### src/dbm_consts.svh
// Purpose: Constants for the write lane masking block
// Assumes: Included by the package and the design modules
// Notes: Array depth is kept small for this model of the array
`ifndef DBM_CONSTS_SVH
`define DBM_CONSTS_SVH

`define DBM_DATA_W 36
`define DBM_LANES 4
`define DBM_ADDR_W 4
`define DBM_DEPTH 16
`define DBM_NIB_W 4
`define DBM_BYTE_W 9
`define DBM_SYNC_STAGES 3
`define DBM_ORG_RST 2'h3

`endif

### src/dbm_pkg.sv
// Purpose: Types shared by the write lane masking block
// Assumes: dbm_consts.svh gives the widths
// Notes: None
`include "dbm_consts.svh"

package dbm_pkg;

    // Organisation strap codes
    typedef enum logic [1:0] {
        DBM_ORG8,
        DBM_ORG9,
        DBM_ORG18,
        DBM_ORG36
    } dbm_org_t;

    // Write burst sequencer states
    typedef enum logic [1:0] {
        DBM_ST_IDLE,
        DBM_ST_WORD0,
        DBM_ST_WORD1
    } dbm_state_t;

    // Pins from the memory controller, sampled together
    typedef struct packed {
        logic [`DBM_ADDR_W-1:0] addr;
        logic [`DBM_DATA_W-1:0] data;
        logic [`DBM_LANES-1:0] sel_n;
        logic access_strobe_n;
        logic read_write_select;
    } dbm_pins_t;

    // One masked array write
    typedef struct packed {
        logic en;
        logic [`DBM_ADDR_W-1:0] addr;
        logic [`DBM_DATA_W-1:0] data;
        logic [`DBM_DATA_W-1:0] bits;
    } dbm_wr_t;

endpackage

### src/dbm_lane_mask.sv
// Purpose: Write side of a double-rate separate-I/O SRAM with lane masks
// Assumes: Link clocks are slow against ref_clk and sampled as pins
// Notes: Read datapath is outside; data outputs stay tri-stated here
`timescale 1ns/100ps
`include "dbm_consts.svh"

module dbm_lane_mask
    import dbm_pkg::*;
(
    input wire logic ref_clk,
    input wire logic rst_n,
    input wire logic input_timing_pos,
    input wire logic input_timing_neg,
    input wire dbm_pins_t pins,
    input wire logic [1:0] org_strap,
    input wire logic [`DBM_ADDR_W-1:0] peek_addr,
    output logic [`DBM_DATA_W-1:0] peek_data,
    output logic q_oe_n
);

    dbm_pins_t pin_s1_reg, pin_s2_reg, pin_s3_reg;
    logic [1:0] clk_s1_reg, clk_s2_reg, clk_s3_reg;
    logic pos_lvl_reg, neg_lvl_reg;
    logic pos_rise, neg_rise, wr_cmd;
    dbm_org_t org_reg;
    logic org_done_reg;
    dbm_state_t state_reg, state_next;
    logic [`DBM_ADDR_W-1:0] base_reg, pend_reg;
    logic pend_vld_reg;
    dbm_wr_t wr_reg;
    logic [`DBM_DATA_W-1:0] bit_en;

    // Three-stage sampling of every pin; clocks and data stay aligned
    always_ff @(posedge ref_clk or negedge rst_n)
    begin
        if (!rst_n)
        begin
            pin_s1_reg <= '0;
            pin_s2_reg <= '0;
            pin_s3_reg <= '0;
            clk_s1_reg <= 2'h0;
            clk_s2_reg <= 2'h0;
            clk_s3_reg <= 2'h0;
        end
        else
        begin
            pin_s1_reg <= pins;
            pin_s2_reg <= pin_s1_reg;
            pin_s3_reg <= pin_s2_reg;
            clk_s1_reg <= {input_timing_neg, input_timing_pos};
            clk_s2_reg <= clk_s1_reg;
            clk_s3_reg <= clk_s2_reg;
        end
    end

    // Clock levels move only when stages two and three agree
    always_ff @(posedge ref_clk or negedge rst_n)
    begin
        if (!rst_n)
        begin
            pos_lvl_reg <= 1'b0;
            neg_lvl_reg <= 1'b0;
        end
        else
        begin
            if (clk_s2_reg[0] == clk_s3_reg[0])
            begin
                pos_lvl_reg <= clk_s3_reg[0];
            end
            if (clk_s2_reg[1] == clk_s3_reg[1])
            begin
                neg_lvl_reg <= clk_s3_reg[1];
            end
        end
    end

    // Rising edges of the two input clocks, one pulse each
    assign pos_rise = clk_s2_reg[0] && clk_s3_reg[0] && !pos_lvl_reg;
    assign neg_rise = clk_s2_reg[1] && clk_s3_reg[1] && !neg_lvl_reg;
    // Write request: strobe low and read/write select low
    assign wr_cmd = pos_rise && !pin_s3_reg.access_strobe_n
                    && !pin_s3_reg.read_write_select;

    // Strap caught one clock after reset release, not under reset
    always_ff @(posedge ref_clk or negedge rst_n)
    begin
        if (!rst_n)
        begin
            org_reg <= dbm_org_t'(`DBM_ORG_RST);
            org_done_reg <= 1'b0;
        end
        else if (!org_done_reg)
        begin
            org_reg <= dbm_org_t'(org_strap);
            org_done_reg <= 1'b1;
        end
    end

    // Per-bit write enable from the active-low lane selects
    for (genvar b = 0; b < `DBM_DATA_W; b++)
    begin : g_lane
        always_comb
        begin
            case (org_reg)
                DBM_ORG8: bit_en[b] = (b < 2 * `DBM_NIB_W)
                    && !pin_s3_reg.sel_n[(b / `DBM_NIB_W) % 2];
                DBM_ORG9: bit_en[b] = (b < `DBM_BYTE_W)
                    && !pin_s3_reg.sel_n[0];
                DBM_ORG18: bit_en[b] = (b < 2 * `DBM_BYTE_W)
                    && !pin_s3_reg.sel_n[b / `DBM_BYTE_W];
                default: bit_en[b] = !pin_s3_reg.sel_n[b / `DBM_BYTE_W];
            endcase
        end
    end

    // Burst sequencer: idle, first word at pos rise, second at neg rise
    always_comb
    begin
        state_next = state_reg;
        case (state_reg)
            DBM_ST_IDLE:
            begin
                if (wr_cmd)
                begin
                    state_next = DBM_ST_WORD0;
                end
            end
            DBM_ST_WORD0:
            begin
                if (pos_rise)
                begin
                    state_next = DBM_ST_WORD1;
                end
            end
            DBM_ST_WORD1:
            begin
                if (neg_rise)
                begin
                    state_next = pend_vld_reg ? DBM_ST_WORD0 : DBM_ST_IDLE;
                end
            end
            default: state_next = DBM_ST_IDLE;
        endcase
    end

    // Powers up deselected
    always_ff @(posedge ref_clk or negedge rst_n)
    begin
        if (!rst_n)
        begin
            state_reg <= DBM_ST_IDLE;
        end
        else
        begin
            state_reg <= state_next;
        end
    end

    // Burst address, plus a back-to-back write issued in cycle t + 1
    always_ff @(posedge ref_clk or negedge rst_n)
    begin
        if (!rst_n)
        begin
            base_reg <= '0;
            pend_reg <= '0;
            pend_vld_reg <= 1'b0;
        end
        else
        begin
            if (state_reg == DBM_ST_IDLE && wr_cmd)
            begin
                base_reg <= pin_s3_reg.addr;
            end
            else if (state_reg == DBM_ST_WORD0 && wr_cmd)
            begin
                pend_reg <= pin_s3_reg.addr;
                pend_vld_reg <= 1'b1;
            end
            else if (state_reg == DBM_ST_WORD1 && neg_rise && pend_vld_reg)
            begin
                base_reg <= pend_reg;
                pend_vld_reg <= 1'b0;
            end
        end
    end

    // One masked write per data portion; all selects high gives no bits
    always_ff @(posedge ref_clk or negedge rst_n)
    begin
        if (!rst_n)
        begin
            wr_reg <= '0;
        end
        else
        begin
            wr_reg.en <= 1'b0;
            if (state_reg == DBM_ST_WORD0 && pos_rise)
            begin
                wr_reg.en <= 1'b1;
                wr_reg.addr <= base_reg;
                wr_reg.data <= pin_s3_reg.data;
                wr_reg.bits <= bit_en;
            end
            else if (state_reg == DBM_ST_WORD1 && neg_rise)
            begin
                wr_reg.en <= 1'b1;
                wr_reg.addr <= base_reg + `DBM_ADDR_W'(1);
                wr_reg.data <= pin_s3_reg.data;
                wr_reg.bits <= bit_en;
            end
        end
    end

    // Read port lives elsewhere, so outputs stay tri-stated
    assign q_oe_n = 1'b1;

    dbm_mem u_mem (
        .ref_clk(ref_clk),
        .rst_n(rst_n),
        .wr(wr_reg),
        .rd_addr(peek_addr),
        .rd_data(peek_data)
    );

    a_nibble_lanes: assert property (@(posedge ref_clk) disable iff (!rst_n)
        wr_reg.en && org_reg == DBM_ORG8 |-> wr_reg.bits ==
        {28'h0, {4{!$past(pin_s3_reg.sel_n[1])}}, {4{!$past(pin_s3_reg.sel_n[0])}}})
        else $error("Nibble lane enables wrong");
    a_byte_pair: assert property (@(posedge ref_clk) disable iff (!rst_n)
        wr_reg.en && org_reg == DBM_ORG18 |-> wr_reg.bits ==
        {18'h0, {9{!$past(pin_s3_reg.sel_n[1])}}, {9{!$past(pin_s3_reg.sel_n[0])}}})
        else $error("Byte pair enables wrong");
    a_single_byte: assert property (@(posedge ref_clk) disable iff (!rst_n)
        wr_reg.en && org_reg == DBM_ORG9 |->
        wr_reg.bits == {27'h0, {9{!$past(pin_s3_reg.sel_n[0])}}})
        else $error("Single byte enable wrong");
    a_quad_bytes: assert property (@(posedge ref_clk) disable iff (!rst_n)
        wr_reg.en && org_reg == DBM_ORG36 |-> wr_reg.bits[35:27]
        == {9{!$past(pin_s3_reg.sel_n[3])}} && wr_reg.bits[26:18]
        == {9{!$past(pin_s3_reg.sel_n[2])}})
        else $error("Upper byte lane enables wrong");
    a_all_masked: assert property (@(posedge ref_clk) disable iff (!rst_n)
        wr_reg.en && $past(pin_s3_reg.sel_n) == 4'hf |-> wr_reg.bits == '0)
        else $error("Bits written with every select high");
    a_second_portion: assert property (@(posedge ref_clk) disable iff (!rst_n)
        state_reg == DBM_ST_WORD1 && neg_rise |=> wr_reg.en
        && wr_reg.bits == $past(bit_en) && wr_reg.data == $past(pin_s3_reg.data))
        else $error("Second portion not sampled at negative rise");
    a_first_portion: assert property (@(posedge ref_clk) disable iff (!rst_n)
        state_reg == DBM_ST_WORD0 && pos_rise |=> wr_reg.en
        && wr_reg.addr == $past(base_reg) && state_reg == DBM_ST_WORD1)
        else $error("First word not taken at positive rise");
    a_desel_quiet: assert property (@(posedge ref_clk) disable iff (!rst_n)
        state_reg == DBM_ST_IDLE |=> !wr_reg.en && q_oe_n)
        else $error("Write or drive while deselected");
    a_burst_next: assert property (@(posedge ref_clk) disable iff (!rst_n)
        state_reg == DBM_ST_WORD1 && neg_rise |=>
        wr_reg.addr == $past(base_reg) + `DBM_ADDR_W'(1))
        else $error("Second word not at A + 1");
    a_issue_cycle: assert property (@(posedge ref_clk) disable iff (!rst_n)
        state_reg == DBM_ST_IDLE && wr_cmd |=> state_reg == DBM_ST_WORD0
        && base_reg == $past(pin_s3_reg.addr) ##1 !wr_reg.en)
        else $error("Write issue not taken");

endmodule // dbm_lane_mask

### src/dbm_mem.sv
// Purpose: Storage array with a per-bit write enable
// Assumes: One write and one read per clock
// Notes: Read data come from a register, one cycle after the address
`timescale 1ns/100ps
`include "dbm_consts.svh"

module dbm_mem
    import dbm_pkg::*;
(
    input wire logic ref_clk,
    input wire logic rst_n,
    input wire dbm_wr_t wr,
    input wire logic [`DBM_ADDR_W-1:0] rd_addr,
    output logic [`DBM_DATA_W-1:0] rd_data
);

    logic [`DBM_DATA_W-1:0] mem_q [`DBM_DEPTH];

    // Only enabled bits change, masked bits keep their old value
    // One process owns the array, so a variable index never splits its drivers
    always_ff @(posedge ref_clk)
    begin
        if (wr.en)
        begin
            mem_q[wr.addr] <= (mem_q[wr.addr] & ~wr.bits) | (wr.data & wr.bits);
        end
    end

    // Registered read for observation of the array
    always_ff @(posedge ref_clk or negedge rst_n)
    begin
        if (!rst_n)
        begin
            rd_data <= '0;
        end
        else
        begin
            rd_data <= mem_q[rd_addr];
        end
    end

    a_masked_kept: assert property (@(posedge ref_clk) disable iff (!rst_n)
        wr.en |=> ((mem_q[$past(wr.addr)] & ~$past(wr.bits))
                   == ($past(mem_q[wr.addr]) & ~$past(wr.bits))))
        else $error("Masked lane changed during write");

endmodule // dbm_mem

### config.mk
export PLATFORM = sky130hd
export DESIGN_NAME = dbm_lane_mask
export DESIGN_NICKNAME = d
export VERILOG_FILES = /design/src/dbm_pkg.sv /design/src/dbm_lane_mask.sv /design/src/dbm_mem.sv
export VERILOG_INCLUDE_DIRS = /design/src
export SDC_FILE = /design/constraint.sdc
export NUM_CORES = 1
export LEC_CHECK = 0
export BUFFER_PORTS_ARGS = -buffer_cell sky130_fd_sc_hd__buf_4
export CELL_PAD_IN_SITES_DETAIL_PLACEMENT = 1
export CELL_PAD_IN_SITES_GLOBAL_PLACEMENT = 1
export CORE_ASPECT_RATIO = 1.75
export CORE_UTILIZATION = 58
export DETAILED_ROUTE_END_ITERATION = 10
export HOLD_SLACK_MARGIN = 0.15
export PLACE_DENSITY = 0.91
export SLEW_MARGIN = 20
export SYNTH_ARGS = -nofsm -noshare
export SYNTH_HDL_FRONTEND = slang
export SYNTH_SLANG_ARGS = --single-unit
### constraint.sdc
create_clock -name ref_clk -period 6.9 [get_ports ref_clk]
set_input_delay 0.345 -clock ref_clk [delete_from_list [all_inputs] [get_ports ref_clk]]
set_output_delay 0.345 -clock ref_clk [all_outputs]
set_load 0.01 [all_outputs]
==> out/metrics.yaml <==
cts-htree-levels: 3
placement_rows: 116
layout.area.seq_um2: 23400
xor_and_xnor_area_share_after_synthesis_pct: 0
drive_gt1_share_pct: 25.3
vdd.ir_drop.worst_v: 0.000284
outcome: "completed"
synth_warn: 0
gp_weighted_congestion: 0.847
total_of_endpoints_with_negative_setup_slack_in_the_final_report: 0
tritoncts: "built"
hold_path.class: "flop to flop"
reg2regPathDepth: 5
maxCapViolations: 0
routed_wl_um: 103000
area_fraction_in_compound_gates_after_synthesis_pct: 4.28
postSynthRegisterBits: 819
multiInputGateArea_um2: 9910
via_to_cell_ratio: 7.29
rr_startpoint: "wr_reg[73]"
unrepaired_setup_endpoints_after_global_routing: "false"
setup_tns_ns: 0
p_seq_share_pct: 48.8
fmaxAchievable_ghz: 0.256
p_sw_share_pct: 30.7
drcViolationCount: 0
hold_path.startpoint: "pin_s2_reg[3]"
endpoint_arrival_time_on_the_critical_path_ns: 4.18
maximum_number_of_buffers_from_clock_root_to_sink: 3
cellLeakagePower_nw: 12.9
synth_area_um2: 33800
grt_usage_pct: 36.5
largest_register_ff_count: 576
fin_crit_sh_pct: 56.6
post_cts_buffers: 0
slew_headroom_pct: 20.2
totalPowerFinal_mw: 14.3
number_of_fill_cells_in_the_layout: 4656
drtAntennaViolNets: 0
start_kind: "flop"
synth.avg_cell_area_um2: 18.3
share_of_cell_area_taken_by_muxes_after_synthesis_pct: 20.8
syn2layout_area_growth_pct: 13.0
vias: 20400
cts_sinks: 819
chipWidth_um: 184
worst_clock_skew_ns: 0.0223
transition_time_at_the_pin_with_the_least_slew_margin_ns: 1.20
core_area_um2: 57300
p_clk_share_pct: 29.2
mapped_cells: 1842
hpwl_um: 55400
cts_inserted_buffers: 72
vias_in_the_first_global_route: 22300
cell_at_the_root_of_the_clock_tree: "sky130_fd_sc_hd__clkbuf_16"
fin_nets: 2031
worst-path-max-fanout: 50
synthSimpleGateAreaFrac_pct: 3.64
grt_max_degree: 163
first_pass_iters: 5
worst_r2r_endpoint: "u_mem.mem_q[5][2]"
endpoint_kind: "flop"
finalHoldViolations: 0
grt_antenna_before_repair: 4
floorplan.initialDensity_pct: 59.0
io_pins: 93
grt_first_pass_wirelength_um: 152000
p_sw_mw: 4.39
p_per_area_nw_per_um2: 374
synth_fa_ha_area_share_pct: 0.111
finalWorstPathRequiredPeriod_ns: 3.91
cp_data_required_time_ns: 7.17
setup.worst_path.end: "u_mem.mem_q[5][2]"
cell_internal_pwr_mw: 9.89
maxSlewViolCount: 0
die_area_um2: 59300
timing_worst_setup_path_type: "flop to flop"
avgRoutedWirePerCell_um: 37.0
io_buffer_count: 91
comb_power_share_pct: 22.0
critPathLaunch: "wr_reg[73]"
ys_seq_area_share_pct: 69.2
yosys.cell_types.count: 39
insertion_delay_ns: 0.62
die_y_um: 321
main_combinational_cell_family_by_area_after_synthesis: "multiplexers"
cts.clk_slew.worst_paths_ns: 0.07
worst-r2r-setup-slack_ns: 2.99
detailedRoute.firstIterationViolations: 2644
global_route.overflow_total: 0
power by group through the flow:
stage | logic [mW] | clock network, mW | registers (mW)
after floorplan | 2.03 | 0 | 6.82
after global placement | 2.69 | 0 | 6.99
after detailed placement | 2.96 | 0 | 7.03
after CTS | 3.10 | 4.18 | 6.94
after global routing | 3.31 | 4.32 | 6.97
final | 3.14 | 4.17 | 6.96
cell usage after synthesis, drive strengths merged:
cell    number  share of area [%]
ha           3               0.11
a22oi        1              0.022
a31o         1              0.026
o22ai      108                2.0
a21oi        5              0.074
a31oi        2              0.037
conb         1              0.011
o31ai        4              0.089
o21ai       22               0.33
dfrtp      241                 18
clkbuf      62               0.69
edfxtp     576                 51
mux2        60                2.0
nand3        4              0.059
mux2i      149                4.4
nor4bb       2              0.059
inv          4              0.044
or3b         2              0.052
nor3        25               0.37
dfstp        2               0.16
a211oi      21               0.47
nand2      125                1.4
mux4       216                 14
and3         1              0.019
nor2        36               0.40
a32oi        1              0.026
nand3b       5               0.11
o22a         2              0.052
or3          2              0.037
buf         62                1.2
o41a        35                1.2
nor2b       23               0.43
nand2b      39               0.72
worst max-delay path, cell delays in order (launching register included):
cell and delay [ns]:
sky130_fd_sc_hd__dfrtp_4 0.96, sky130_fd_sc_hd__buf_4 0.85, sky130_fd_sc_hd__mux4_2 0.61, sky130_fd_sc_hd__o22ai_1 0.20, sky130_fd_sc_hd__nor3_1 0.16, sky130_fd_sc_hd__o41a_1 0.70
worst min path at each step:
stage | endpoint | slack (ns) | cells past startpoint
2_1_floorplan | base_reg[0] | 0.05 | 0
3_3_place_gp | pin_s3_reg[14] | 0.33 | 0
3_5_place_dp | pin_s3_reg[44] | 0.34 | 0
4_1_cts | pin_s3_reg[3] | 0.34 | 0
5_1_grt | pin_s3_reg[39] | 0.35 | 0
6_report | pin_s3_reg[3] | 0.34 | 0
through the flow:
| stage | hold slack [ns] | instances | cell area [µm²] | setup slack (ns) | utilization, % |
|---|---|---|---|---|---|
| 5_1_grt | 0.350 | 2796 | 38200 | 2.87 | 66.6 |
| 2_1_floorplan | 0.0494 | 1843 | 33800 | 2.77 | - |
| 4_1_cts | 0.340 | 2795 | 38200 | 2.66 | 66.6 |
| 3_3_place_gp | 0.332 | 2613 | 35300 | 3.27 | 61.5 |
| 3_5_place_dp | 0.336 | 2613 | 35300 | 2.84 | 61.5 |
| 6_report | 0.338 | 2798 | 38200 | 2.99 | 66.6 |
kinds of logic (layout without fill, tap and decap cells):
logic type	count (synthesis)	in the layout
mux	425	425
buf+inv	128	314
flops	819	819
simple gates	264	264
other cells	1	4
compound gates	202	202
fa+ha+maj	3	3
final cells by class:
cell class                 instances  share of cell area [%]
clock buffer                      94                    5.26
timing repair buffer             179                    4.03
tap                              767                    2.51
clock inverter                    37                   0.973
multi-input combinational        896                    25.9
inverter                           4                  0.0393
sequential                       819                    61.2
antenna                            2                  0.0131
what timing repair did:
action / in CTS / in global routing
gates resized for setup: 0 / 0
endpoints found under the hold margin: 131 / 0
hold buffers: 51 / 0
cell usage in the layout (no fill, tap or decap), drive strengths merged, types with 5 or more instances in the layout:
cell	instances
a211oi	21
a21oi	5
buf	128
bufinv	6
clkbuf	94
clkinv	22
clkinvlp	5
dfrtp	241
dlygate4sd3	51
edfxtp	576
inv	8
mux2	60
mux2i	149
mux4	216
nand2	125
nand2b	39
nand3b	5
nor2	36
nor2b	23
nor3	25
o21ai	22
o22ai	108
o41a	35
routing by layer:
metal,up-vias,wire (µm),track usage [%]
met1,10500,33100,43.3
met4,4,7720,24.8
met3,504,10300,7.54
met5,-,29,0
li1,7668,-,-
met2,1702,52200,59.9
(Power assumes the default switching activity.)
